==> src/shared/dtim_defs.svh <==
// Constants for the dual timer and external interrupt control block.
// Assumes inclusion by bare name from the design files.
`ifndef DTIM_DEFS_SVH
`define DTIM_DEFS_SVH

// ----------------------------------------------------------------
// Register indices (byte address is four times the index)
// ----------------------------------------------------------------
`define DTIM_IDX_CTRL   10'h088
`define DTIM_IDX_MODE   10'h089
`define DTIM_IDX_TL0    10'h08a
`define DTIM_IDX_TL1    10'h08b
`define DTIM_IDX_TH0    10'h08c
`define DTIM_IDX_TH1    10'h08d
`define DTIM_IDX_CLK    10'h08e
`define DTIM_IDX_ISTAT  10'h090
`define DTIM_IDX_IMASK  10'h091

// ----------------------------------------------------------------
// Field positions
// ----------------------------------------------------------------
`define DTIM_B_TF1      7
`define DTIM_B_TR1      6
`define DTIM_B_TF0      5
`define DTIM_B_TR0      4
`define DTIM_B_IE1      3
`define DTIM_B_IT1      2
`define DTIM_B_IE0      1
`define DTIM_B_IT0      0
`define DTIM_B_CK1      4
`define DTIM_B_CK0      3

// ----------------------------------------------------------------
// Reset values and timing counts
// ----------------------------------------------------------------
`define DTIM_RST_BYTE   8'h00
`define DTIM_DIV_SLOW   4'hc
`define DTIM_DIV_FAST   2'h3

`endif

==> src/shared/dtim_pkg.sv <==
// Types for the dual timer and external interrupt control block.
// Assumes nothing beyond a SystemVerilog compiler.
package dtim_pkg;

    // Mode field codes
    typedef enum logic [1:0] {
        DTIM_M13    = 2'b00,
        DTIM_M16    = 2'b01,
        DTIM_RELOAD = 2'b10,
        DTIM_SPLIT  = 2'b11
    } dtim_mode_e_t;

    // One timer nibble of the mode register
    typedef struct packed {
        logic         gate;
        logic         ctr;
        dtim_mode_e_t mode;
    } dtim_mode_t;

    // Result of one count step
    typedef struct packed {
        logic [7:0] tl;
        logic [7:0] th;
        logic       ovf;
    } dtim_step_t;

endpackage : dtim_pkg

==> src/rtl/dtim_top.sv <==
// Dual timer/counter with external interrupt detect and APB registers.
// Assumes an APB master on core_clk (reads add no wait state), async pins.
`timescale 1ns/1ps
`include "dtim_defs.svh"

module dtim_top (
    // Clock, reset, freeze
    input  wire logic        core_clk,
    input  wire logic        rst_b,
    input  wire logic        ce,
    // APB slave
    input  wire logic        psel,
    input  wire logic        penable,
    input  wire logic        pwrite,
    input  wire logic [11:0] paddr,
    input  wire logic [31:0] pwdata,
    output logic      [31:0] prdata,
    output logic             pready,
    output logic             pslverr,
    // External pins
    input  wire logic        ext_irq0_pin,
    input  wire logic        ext_irq1_pin,
    input  wire logic        count_pin_0,
    input  wire logic        count_pin_1,
    // Vector acknowledges from the CPU
    input  wire logic        vec_t0,
    input  wire logic        vec_t1,
    input  wire logic        vec_x0,
    input  wire logic        vec_x1,
    // Flags and interrupt
    output logic             t0_overflow_flag,
    output logic             t1_overflow_flag,
    output logic             ext_irq0_detect_flag,
    output logic             ext_irq1_detect_flag,
    output logic             irq
);

    // ------------------------------------------------------------
    // Helpers
    // ------------------------------------------------------------
    // Mapped register test
    function automatic logic dtim_hit(input logic [11:0] a);
        logic [9:0] i;
        i = a[11:2];
        return (a[1:0] == 2'h0) &&
               (i == `DTIM_IDX_CTRL  || i == `DTIM_IDX_MODE  ||
                i == `DTIM_IDX_TL0   || i == `DTIM_IDX_TL1   ||
                i == `DTIM_IDX_TH0   || i == `DTIM_IDX_TH1   ||
                i == `DTIM_IDX_CLK   || i == `DTIM_IDX_ISTAT ||
                i == `DTIM_IDX_IMASK);
    endfunction : dtim_hit

    // One count step in the given mode
    function automatic dtim_pkg::dtim_step_t dtim_step(
        input dtim_pkg::dtim_mode_e_t mode,
        input logic [7:0]             tl,
        input logic [7:0]             th);
        dtim_pkg::dtim_step_t s;
        s.tl  = tl;
        s.th  = th;
        s.ovf = 1'b0;
        unique case (mode)
            dtim_pkg::DTIM_M13: begin
                if (tl[4:0] == 5'h1f) begin
                    s.tl  = {tl[7:5], 5'h00};
                    s.th  = th + 8'h01;
                    s.ovf = (th == 8'hff);
                end else begin
                    s.tl = tl + 8'h01;
                end
            end
            dtim_pkg::DTIM_M16: begin
                {s.th, s.tl} = {th, tl} + 16'h0001;
                s.ovf        = &{th, tl};
            end
            dtim_pkg::DTIM_RELOAD: begin
                s.tl  = (tl == 8'hff) ? th : tl + 8'h01;
                s.ovf = (tl == 8'hff);
            end
            dtim_pkg::DTIM_SPLIT: begin
                s.tl  = tl + 8'h01;
                s.ovf = (tl == 8'hff);
            end
        endcase
        return s;
    endfunction : dtim_step

    // ------------------------------------------------------------
    // State
    // ------------------------------------------------------------
    logic [3:0] pin_meta, pin_sync;   // {cnt1, cnt0, irq1, irq0}
    logic [1:0] cnt_prev, irq_samp;
    logic [3:0] div12;
    logic [1:0] div4;
    logic [7:0] ctrl, mode_cfg, tl0, th0, tl1, th1;
    logic [1:0] clk_sel;              // {timer1, timer0}
    logic [3:0] istat, imask;
    logic       data_ok;

    logic [1:0] next_cnt_prev, next_irq_samp, next_div4;
    logic [3:0] next_div12;
    logic [7:0] next_ctrl, next_mode_cfg, next_tl0, next_th0;
    logic [7:0] next_tl1, next_th1;
    logic [1:0] next_clk_sel;
    logic [3:0] next_istat, next_imask;
    logic       next_data_ok;
    logic [31:0] next_prdata;

    logic tick12, tick4, src0, src1, en0, en0h, en1, split;
    logic ovf0, ovf0h, ovf1, tf1_set;
    logic [1:0] cnt_fall, irq_fall;
    logic wr, wr_ctrl;
    dtim_pkg::dtim_mode_t m0, m1;
    dtim_pkg::dtim_step_t st0, st1;

    // ------------------------------------------------------------
    // Prescaler and pin sampling
    // ------------------------------------------------------------
    // Machine-cycle and fast tick dividers, pin edge detection
    always_comb begin
        tick12        = ce & (div12 == `DTIM_DIV_SLOW - 4'h1);
        tick4         = ce & (div4 == `DTIM_DIV_FAST);
        next_div12    = tick12 ? 4'h0 : div12 + 4'h1;
        next_div4     = div4 + 2'h1;
        cnt_fall      = cnt_prev & ~pin_sync[3:2];
        next_cnt_prev = pin_sync[3:2];
        irq_fall      = {2{tick12}} & irq_samp & ~pin_sync[1:0];
        next_irq_samp = tick12 ? pin_sync[1:0] : irq_samp;
    end

    // Two-stage synchroniser and divider registers
    always_ff @(posedge core_clk or negedge rst_b) begin
        if (!rst_b) begin
            pin_meta <= 4'hf;
            pin_sync <= 4'hf;
            cnt_prev <= 2'h3;
            irq_samp <= 2'h3;
            div12    <= 4'h0;
            div4     <= 2'h0;
        end else if (ce) begin
            pin_meta <= {count_pin_1, count_pin_0,
                         ext_irq1_pin, ext_irq0_pin};
            pin_sync <= pin_meta;
            cnt_prev <= next_cnt_prev;
            irq_samp <= next_irq_samp;
            div12    <= next_div12;
            div4     <= next_div4;
        end
    end

    // ------------------------------------------------------------
    // Timers and control flags
    // ------------------------------------------------------------
    assign wr      = psel & penable & pwrite & ce & dtim_hit(paddr);
    assign wr_ctrl = wr & (paddr[11:2] == `DTIM_IDX_CTRL);

    // Count enables, steps, overflows and flag updates
    always_comb begin
        m0    = dtim_pkg::dtim_mode_t'(mode_cfg[3:0]);
        m1    = dtim_pkg::dtim_mode_t'(mode_cfg[7:4]);
        split = (m0.mode == dtim_pkg::DTIM_SPLIT);
        src0  = m0.ctr ? cnt_fall[0]
                       : (clk_sel[0] ? tick4 : tick12);
        src1  = m1.ctr ? cnt_fall[1]
                       : (clk_sel[1] ? tick4 : tick12);
        en0   = ctrl[`DTIM_B_TR0] & src0 &
                (~m0.gate | pin_sync[0]);
        en1   = ctrl[`DTIM_B_TR1] & src1 &
                (~m1.gate | pin_sync[1]) &
                (m1.mode != dtim_pkg::DTIM_SPLIT);
        en0h  = split & ctrl[`DTIM_B_TR1] &
                (clk_sel[1] ? tick4 : tick12);
        st0   = dtim_step(m0.mode, tl0, th0);
        st1   = dtim_step(m1.mode, tl1, th1);
        ovf0  = en0 & st0.ovf;
        ovf0h = en0h & (th0 == 8'hff);
        ovf1  = en1 & st1.ovf;
        tf1_set = split ? ovf0h : ovf1;

        // Counter bytes, software write last
        next_tl0 = en0 ? st0.tl : tl0;
        next_th0 = en0 ? st0.th : th0;
        if (en0h)
            next_th0 = th0 + 8'h01;
        next_tl1 = en1 ? st1.tl : tl1;
        next_th1 = en1 ? st1.th : th1;
        if (wr && paddr[11:2] == `DTIM_IDX_TL0)
            next_tl0 = pwdata[7:0];
        if (wr && paddr[11:2] == `DTIM_IDX_TH0)
            next_th0 = pwdata[7:0];
        if (wr && paddr[11:2] == `DTIM_IDX_TL1)
            next_tl1 = pwdata[7:0];
        if (wr && paddr[11:2] == `DTIM_IDX_TH1)
            next_th1 = pwdata[7:0];

        // Control bits: run and type from software
        next_ctrl = wr_ctrl ? pwdata[7:0] : ctrl;
        // Overflow flags: set beats vector clear beats write
        if (ovf0)
            next_ctrl[`DTIM_B_TF0] = 1'b1;
        else if (vec_t0)
            next_ctrl[`DTIM_B_TF0] = 1'b0;
        if (tf1_set)
            next_ctrl[`DTIM_B_TF1] = 1'b1;
        else if (vec_t1)
            next_ctrl[`DTIM_B_TF1] = 1'b0;
        // External detect flags
        if (!ctrl[`DTIM_B_IT0])
            next_ctrl[`DTIM_B_IE0] = ~pin_sync[0];
        else if (irq_fall[0])
            next_ctrl[`DTIM_B_IE0] = 1'b1;
        else if (vec_x0)
            next_ctrl[`DTIM_B_IE0] = 1'b0;
        if (!ctrl[`DTIM_B_IT1])
            next_ctrl[`DTIM_B_IE1] = ~pin_sync[1];
        else if (irq_fall[1])
            next_ctrl[`DTIM_B_IE1] = 1'b1;
        else if (vec_x1)
            next_ctrl[`DTIM_B_IE1] = 1'b0;

        next_mode_cfg = mode_cfg;
        if (wr && paddr[11:2] == `DTIM_IDX_MODE)
            next_mode_cfg = pwdata[7:0];
        next_clk_sel = clk_sel;
        if (wr && paddr[11:2] == `DTIM_IDX_CLK)
            next_clk_sel = {pwdata[`DTIM_B_CK1], pwdata[`DTIM_B_CK0]};
    end

    // Timer and control registers
    always_ff @(posedge core_clk or negedge rst_b) begin
        if (!rst_b) begin
            ctrl     <= `DTIM_RST_BYTE;
            mode_cfg <= `DTIM_RST_BYTE;
            tl0      <= `DTIM_RST_BYTE;
            th0      <= `DTIM_RST_BYTE;
            tl1      <= `DTIM_RST_BYTE;
            th1      <= `DTIM_RST_BYTE;
            clk_sel  <= 2'h0;
        end else if (ce) begin
            ctrl     <= next_ctrl;
            mode_cfg <= next_mode_cfg;
            tl0      <= next_tl0;
            th0      <= next_th0;
            tl1      <= next_tl1;
            th1      <= next_th1;
            clk_sel  <= next_clk_sel;
        end
    end

    assign t0_overflow_flag     = ctrl[`DTIM_B_TF0];
    assign t1_overflow_flag     = ctrl[`DTIM_B_TF1];
    assign ext_irq0_detect_flag = ctrl[`DTIM_B_IE0];
    assign ext_irq1_detect_flag = ctrl[`DTIM_B_IE1];

    // ------------------------------------------------------------
    // Interrupt status and APB read path
    // ------------------------------------------------------------
    // Sticky status (set beats clear), mask, read capture
    always_comb begin
        next_istat = istat;
        if (wr && paddr[11:2] == `DTIM_IDX_ISTAT)
            next_istat = istat & ~pwdata[3:0];
        next_istat = next_istat |
            {next_ctrl[`DTIM_B_IE1] & ~ctrl[`DTIM_B_IE1],
             next_ctrl[`DTIM_B_IE0] & ~ctrl[`DTIM_B_IE0],
             tf1_set, ovf0};
        next_imask = imask;
        if (wr && paddr[11:2] == `DTIM_IDX_IMASK)
            next_imask = pwdata[3:0];
        next_data_ok = data_ok;
        next_prdata  = prdata;
        if (psel && !pwrite && !data_ok) begin
            next_data_ok = 1'b1;
            unique case (paddr[11:2])
                `DTIM_IDX_CTRL:  next_prdata = {24'h0, ctrl};
                `DTIM_IDX_MODE:  next_prdata = {24'h0, mode_cfg};
                `DTIM_IDX_TL0:   next_prdata = {24'h0, tl0};
                `DTIM_IDX_TL1:   next_prdata = {24'h0, tl1};
                `DTIM_IDX_TH0:   next_prdata = {24'h0, th0};
                `DTIM_IDX_TH1:   next_prdata = {24'h0, th1};
                `DTIM_IDX_CLK:   next_prdata = {27'h0, clk_sel, 3'h0};
                `DTIM_IDX_ISTAT: next_prdata = {28'h0, istat};
                `DTIM_IDX_IMASK: next_prdata = {28'h0, imask};
                default:         next_prdata = 32'h0;
            endcase
        end else if (pready) begin
            next_data_ok = 1'b0;
        end
    end

    // Status, mask and read data registers
    always_ff @(posedge core_clk or negedge rst_b) begin
        if (!rst_b) begin
            istat   <= 4'h0;
            imask   <= 4'h0;
            data_ok <= 1'b0;
            prdata  <= 32'h0;
        end else if (ce) begin
            istat   <= next_istat;
            imask   <= next_imask;
            data_ok <= next_data_ok;
            prdata  <= next_prdata;
        end
    end

    assign pready  = ce & psel & penable & (pwrite | data_ok);
    assign pslverr = pready & ~dtim_hit(paddr);
    assign irq     = |(istat & imask);
endmodule : dtim_top

==> config.mk <==
export PLATFORM = sky130hd
export DESIGN_NAME = dtim_top
export DESIGN_NICKNAME = d
export VERILOG_FILES = /design/src/shared/dtim_pkg.sv /design/src/rtl/dtim_top.sv
export VERILOG_INCLUDE_DIRS = /design/src /design/src/shared
export SDC_FILE = /design/constraint.sdc
export NUM_CORES = 1
export LEC_CHECK = 0
export ABC_AREA = 1
export BUFFER_PORTS_ARGS = -buffer_cell sky130_fd_sc_hd__clkbuf_2
export CORE_MARGIN = 1
export CORE_UTILIZATION = 50
export DETAILED_ROUTE_END_ITERATION = 12
export PLACE_DENSITY = 0.78
export SYNTH_ARGS = -nofsm -noshare
export SYNTH_HDL_FRONTEND = slang
export SYNTH_SLANG_ARGS = --single-unit
==> constraint.sdc <==
create_clock -name core_clk -period 5.84 [get_ports core_clk]
set_clock_uncertainty 0.2 [all_clocks]
set_input_delay 1.168 -clock core_clk [delete_from_list [all_inputs] [get_ports core_clk]]
set_output_delay 1.168 -clock core_clk [all_outputs]
set_load 0.05 [all_outputs]
==> impl_metrics.yaml <==
status:
  status: "complete, no violations"
logic_synthesis:
  synth-edff-count: 0
  ys.flop_type: "dfrtp_1"
  synth_top_family_by_area: "simple AND/OR/NAND/NOR gates"
  synthSimpleGateAreaFrac_pct: 28.70
  synth.most_common_cell: "nand2_1"
  synth_common_cells: "nand2_1, inv_1, o21ai_0"
  syn_inst: 857
  synth_compound_area_share_pct: 19.46
  syn_area_per_cell_um2: 6.863
  synth_top_cell_by_area: "dfrtp_1"
  synthArstFlopShare_pct: 100.0
  synthMuxAreaShare_pct: 0
  synth-adder-area-share_pct: 1.702
  ys_warn_count: 0
  yosysSeqAreaShare_pct: 36.42
  synth_area_leaders: "dfrtp_1, nand2_1, o21ai_0, inv_1, dfstp_2"
  synth.ff_latch_count: 85
  synth-xor-area-share_pct: 1.489
  syn-cell-area_um2: 5882
  synth_top_area_share_pct: 31.06
  synth.distinct_cells: 43
setup_path:
  startpoint: "paddr[2]"
  crit_chain: "clkbuf_2, nor2_1, nand2_2, nor2_1, nand2_2, nand2_1, nor2_2, nand3_4, a21boi_0, clkbuf_2"
  cp-end-kind: "primary output"
  start_kind: "input pin"
  crit_type: "in2out"
  cp.required_ps: 4470
  critPathSlowestCell: "clkbuf_2"
  critPathMaxStageDelay_ps: 300
  arrival_ps: 2600
  r2r_start: "div12[0]"
  worstPathMaxFanout: 8
cells_and_area:
  drive_above_1_share_pct: 11.55
  syn2layout_area_growth_pct: 9.998
  nets: 970
  fillers: 1115
  fin_util_pct: 56.66
  antenna_cells: 0
flow_run:
  max_cap_violations: 0
route:
  routed_via_density: 5.531
  totalWireLength_mm: 16.58
  ant_nets: 0
  vias: 5819
  drtPass1Iterations: 5
  drc_errors: 0
  first_iter_violations: 741
  routedWlPerCell_um: 15.76
clock_tree:
  cts_buffers: 9
  cts_max_path_buffers: 2
  cts_hold_buf: 0
  cts_setup_buffers: 0
  cts_sinks: 85
  tritoncts: "done"
  clk_pin_slew_ps: 60
  cts_resized: 0
  clkLatencyLatePin_ps: 350
  cts_root_buf: "clkbuf_16"
  ctsHtreeMaxLevel: 3
sta:
  setup_violations: 0
  fin_crit_ps: 3965
  tns_ps: 0
  fmax_mhz: 252.2
  fin_ws_ps: 1875
  worst_pin_slew_ps: 905.0
  grt_setup_unrepaired: "no"
  slew_violations: 0
  max-slew-margin-rel_pct: 39.44
  finalHoldViolCount: 0
  period_share_pct: 67.90
floorplanning:
  pin_count: 97
  coreArea_um2: 11420
  die_y_um: 110.5
  die_w_um: 110.5
  start_util_pct: 51.51
  die_area_um2: 12200
  std_cell_rows: 39
power_and_ir_drop:
  power_density_nw_per_um2: 223.7
  leakage_nw: 3.267
  peakVddDrop_uv: 159.8
global_routing:
  grt_pass1_wl_mm: 27.63
  grt_util_all_layers_pct: 28.88
  antenna_found_initial: 0
  overflow: 0
  grt_pass1_vias: 5414
  grt_max_degree: 52
place:
  port_buffers: 48
  dp_slack_ps: 1889
  dp_hpwl_mm: 12.45
  gp_congestion: 0.9792
hold_path:
  worstHoldPathType: "reg2reg"
  worst_hold_startpoint: "pin_meta[1]"
layout make-up:
| class | count | area [um^2] | area share, % |
|---|---|---|---|
| clock buffer | 11 | 232.7 | 3.597 |
| clock inverter | 5 | 75.07 | 1.160 |
| tap | 143 | 178.9 | 2.765 |
| timing repair buffer | 50 | 257.7 | 3.984 |
| inverter | 126 | 473.0 | 7.310 |
| multi-input combinational | 632 | 3110 | 48.08 |
| sequential | 85 | 2142 | 33.11 |
cells by family after synthesis:
| logic type | after synthesis |
|---|---|
| AND/OR/NAND/NOR | 385 |
| AO/OA/AOI/OAI | 205 |
| other | 1 |
| flip-flops | 85 |
| XOR/XNOR | 10 |
| buffers and inverters | 163 |
| adder cells (fa/ha/maj) | 8 |
placed cells by master, fill, tap and decap left out, drive strengths merged, types with 4 or more instances in the layout:
cell      n
a21oi    33
a31oi     4
clkbuf   58
conb     24
dfrtp    73
dfstp    12
ha        8
inv     126
nand2   235
nand3    47
nand4    12
nor2     77
nor3     10
o211ai   12
o21ai   123
o22ai    23
xor2      7
path summary, 6_finish.rpt:
kind | depth (start not counted) | endpoint | slack, ps
min | 2 | pin_meta[1] | 260
min reg2reg | 2 | pin_meta[1] | 260
max in group asynchronous | 2 | tl0[2] | 3870
max | 10 | pslverr | 1870
min in group asynchronous | 1 | prdata[1] | 560
max reg2reg | 11 | th1[4] | 3090
sequential cells by signal (all words and copies together) (netlist names), 4 cells and up:
name	flops
imask	4
pin_meta	4
th1	8
div12	4
tl1	8
tl0	8
prdata	8
istat	4
pin_sync	4
ctrl	8
mode_cfg	8
th0	8
metal layers:
| metal | global-route usage [%] | vias to the layer above | wire [um] |
|---|---|---|---|
| li1 | - | 2860 | - |
| met1 | 39.65 | 2628 | 7254 |
| met2 | 42.07 | 270 | 6995 |
| met3 | 5.653 | 61 | 1549 |
| met4 | 17.33 | 0 | 780 |
| met5 | 0 | - | 0 |
critical path, delay by kind of cell:
kind                   cells  cell delay [ps]
AO/OA/AOI/OAI              1              190
buffers and inverters      2              420
AND/OR/NAND/NOR            7              820
report_power, final:
| group | leakage (nW) | total, mW | switching [mW] | internal [mW] |
|---|---|---|---|---|
| Combinational | 2.12 | 0.181 | 0.134 | 0.0472 |
| Sequential | 0.990 | 0.659 | 0.0228 | 0.637 |
| Clock | 0.153 | 0.607 | 0.235 | 0.373 |
through the flow:
stage	hold slack (ps)	std cells	area, um^2	power (mW)
6_report	262.2	1052	6470	1.448
3_3_place_gp	253.7	1036	6162	0.8428
3_5_place_dp	256.0	1036	6162	0.8501
2_1_floorplan	243.7	880	5968	0.8005
5_1_grt	283.8	1052	6470	1.512
4_1_cts	265.6	1052	6470	1.458
No activity file was read; power rests on OpenSTA's default activity.
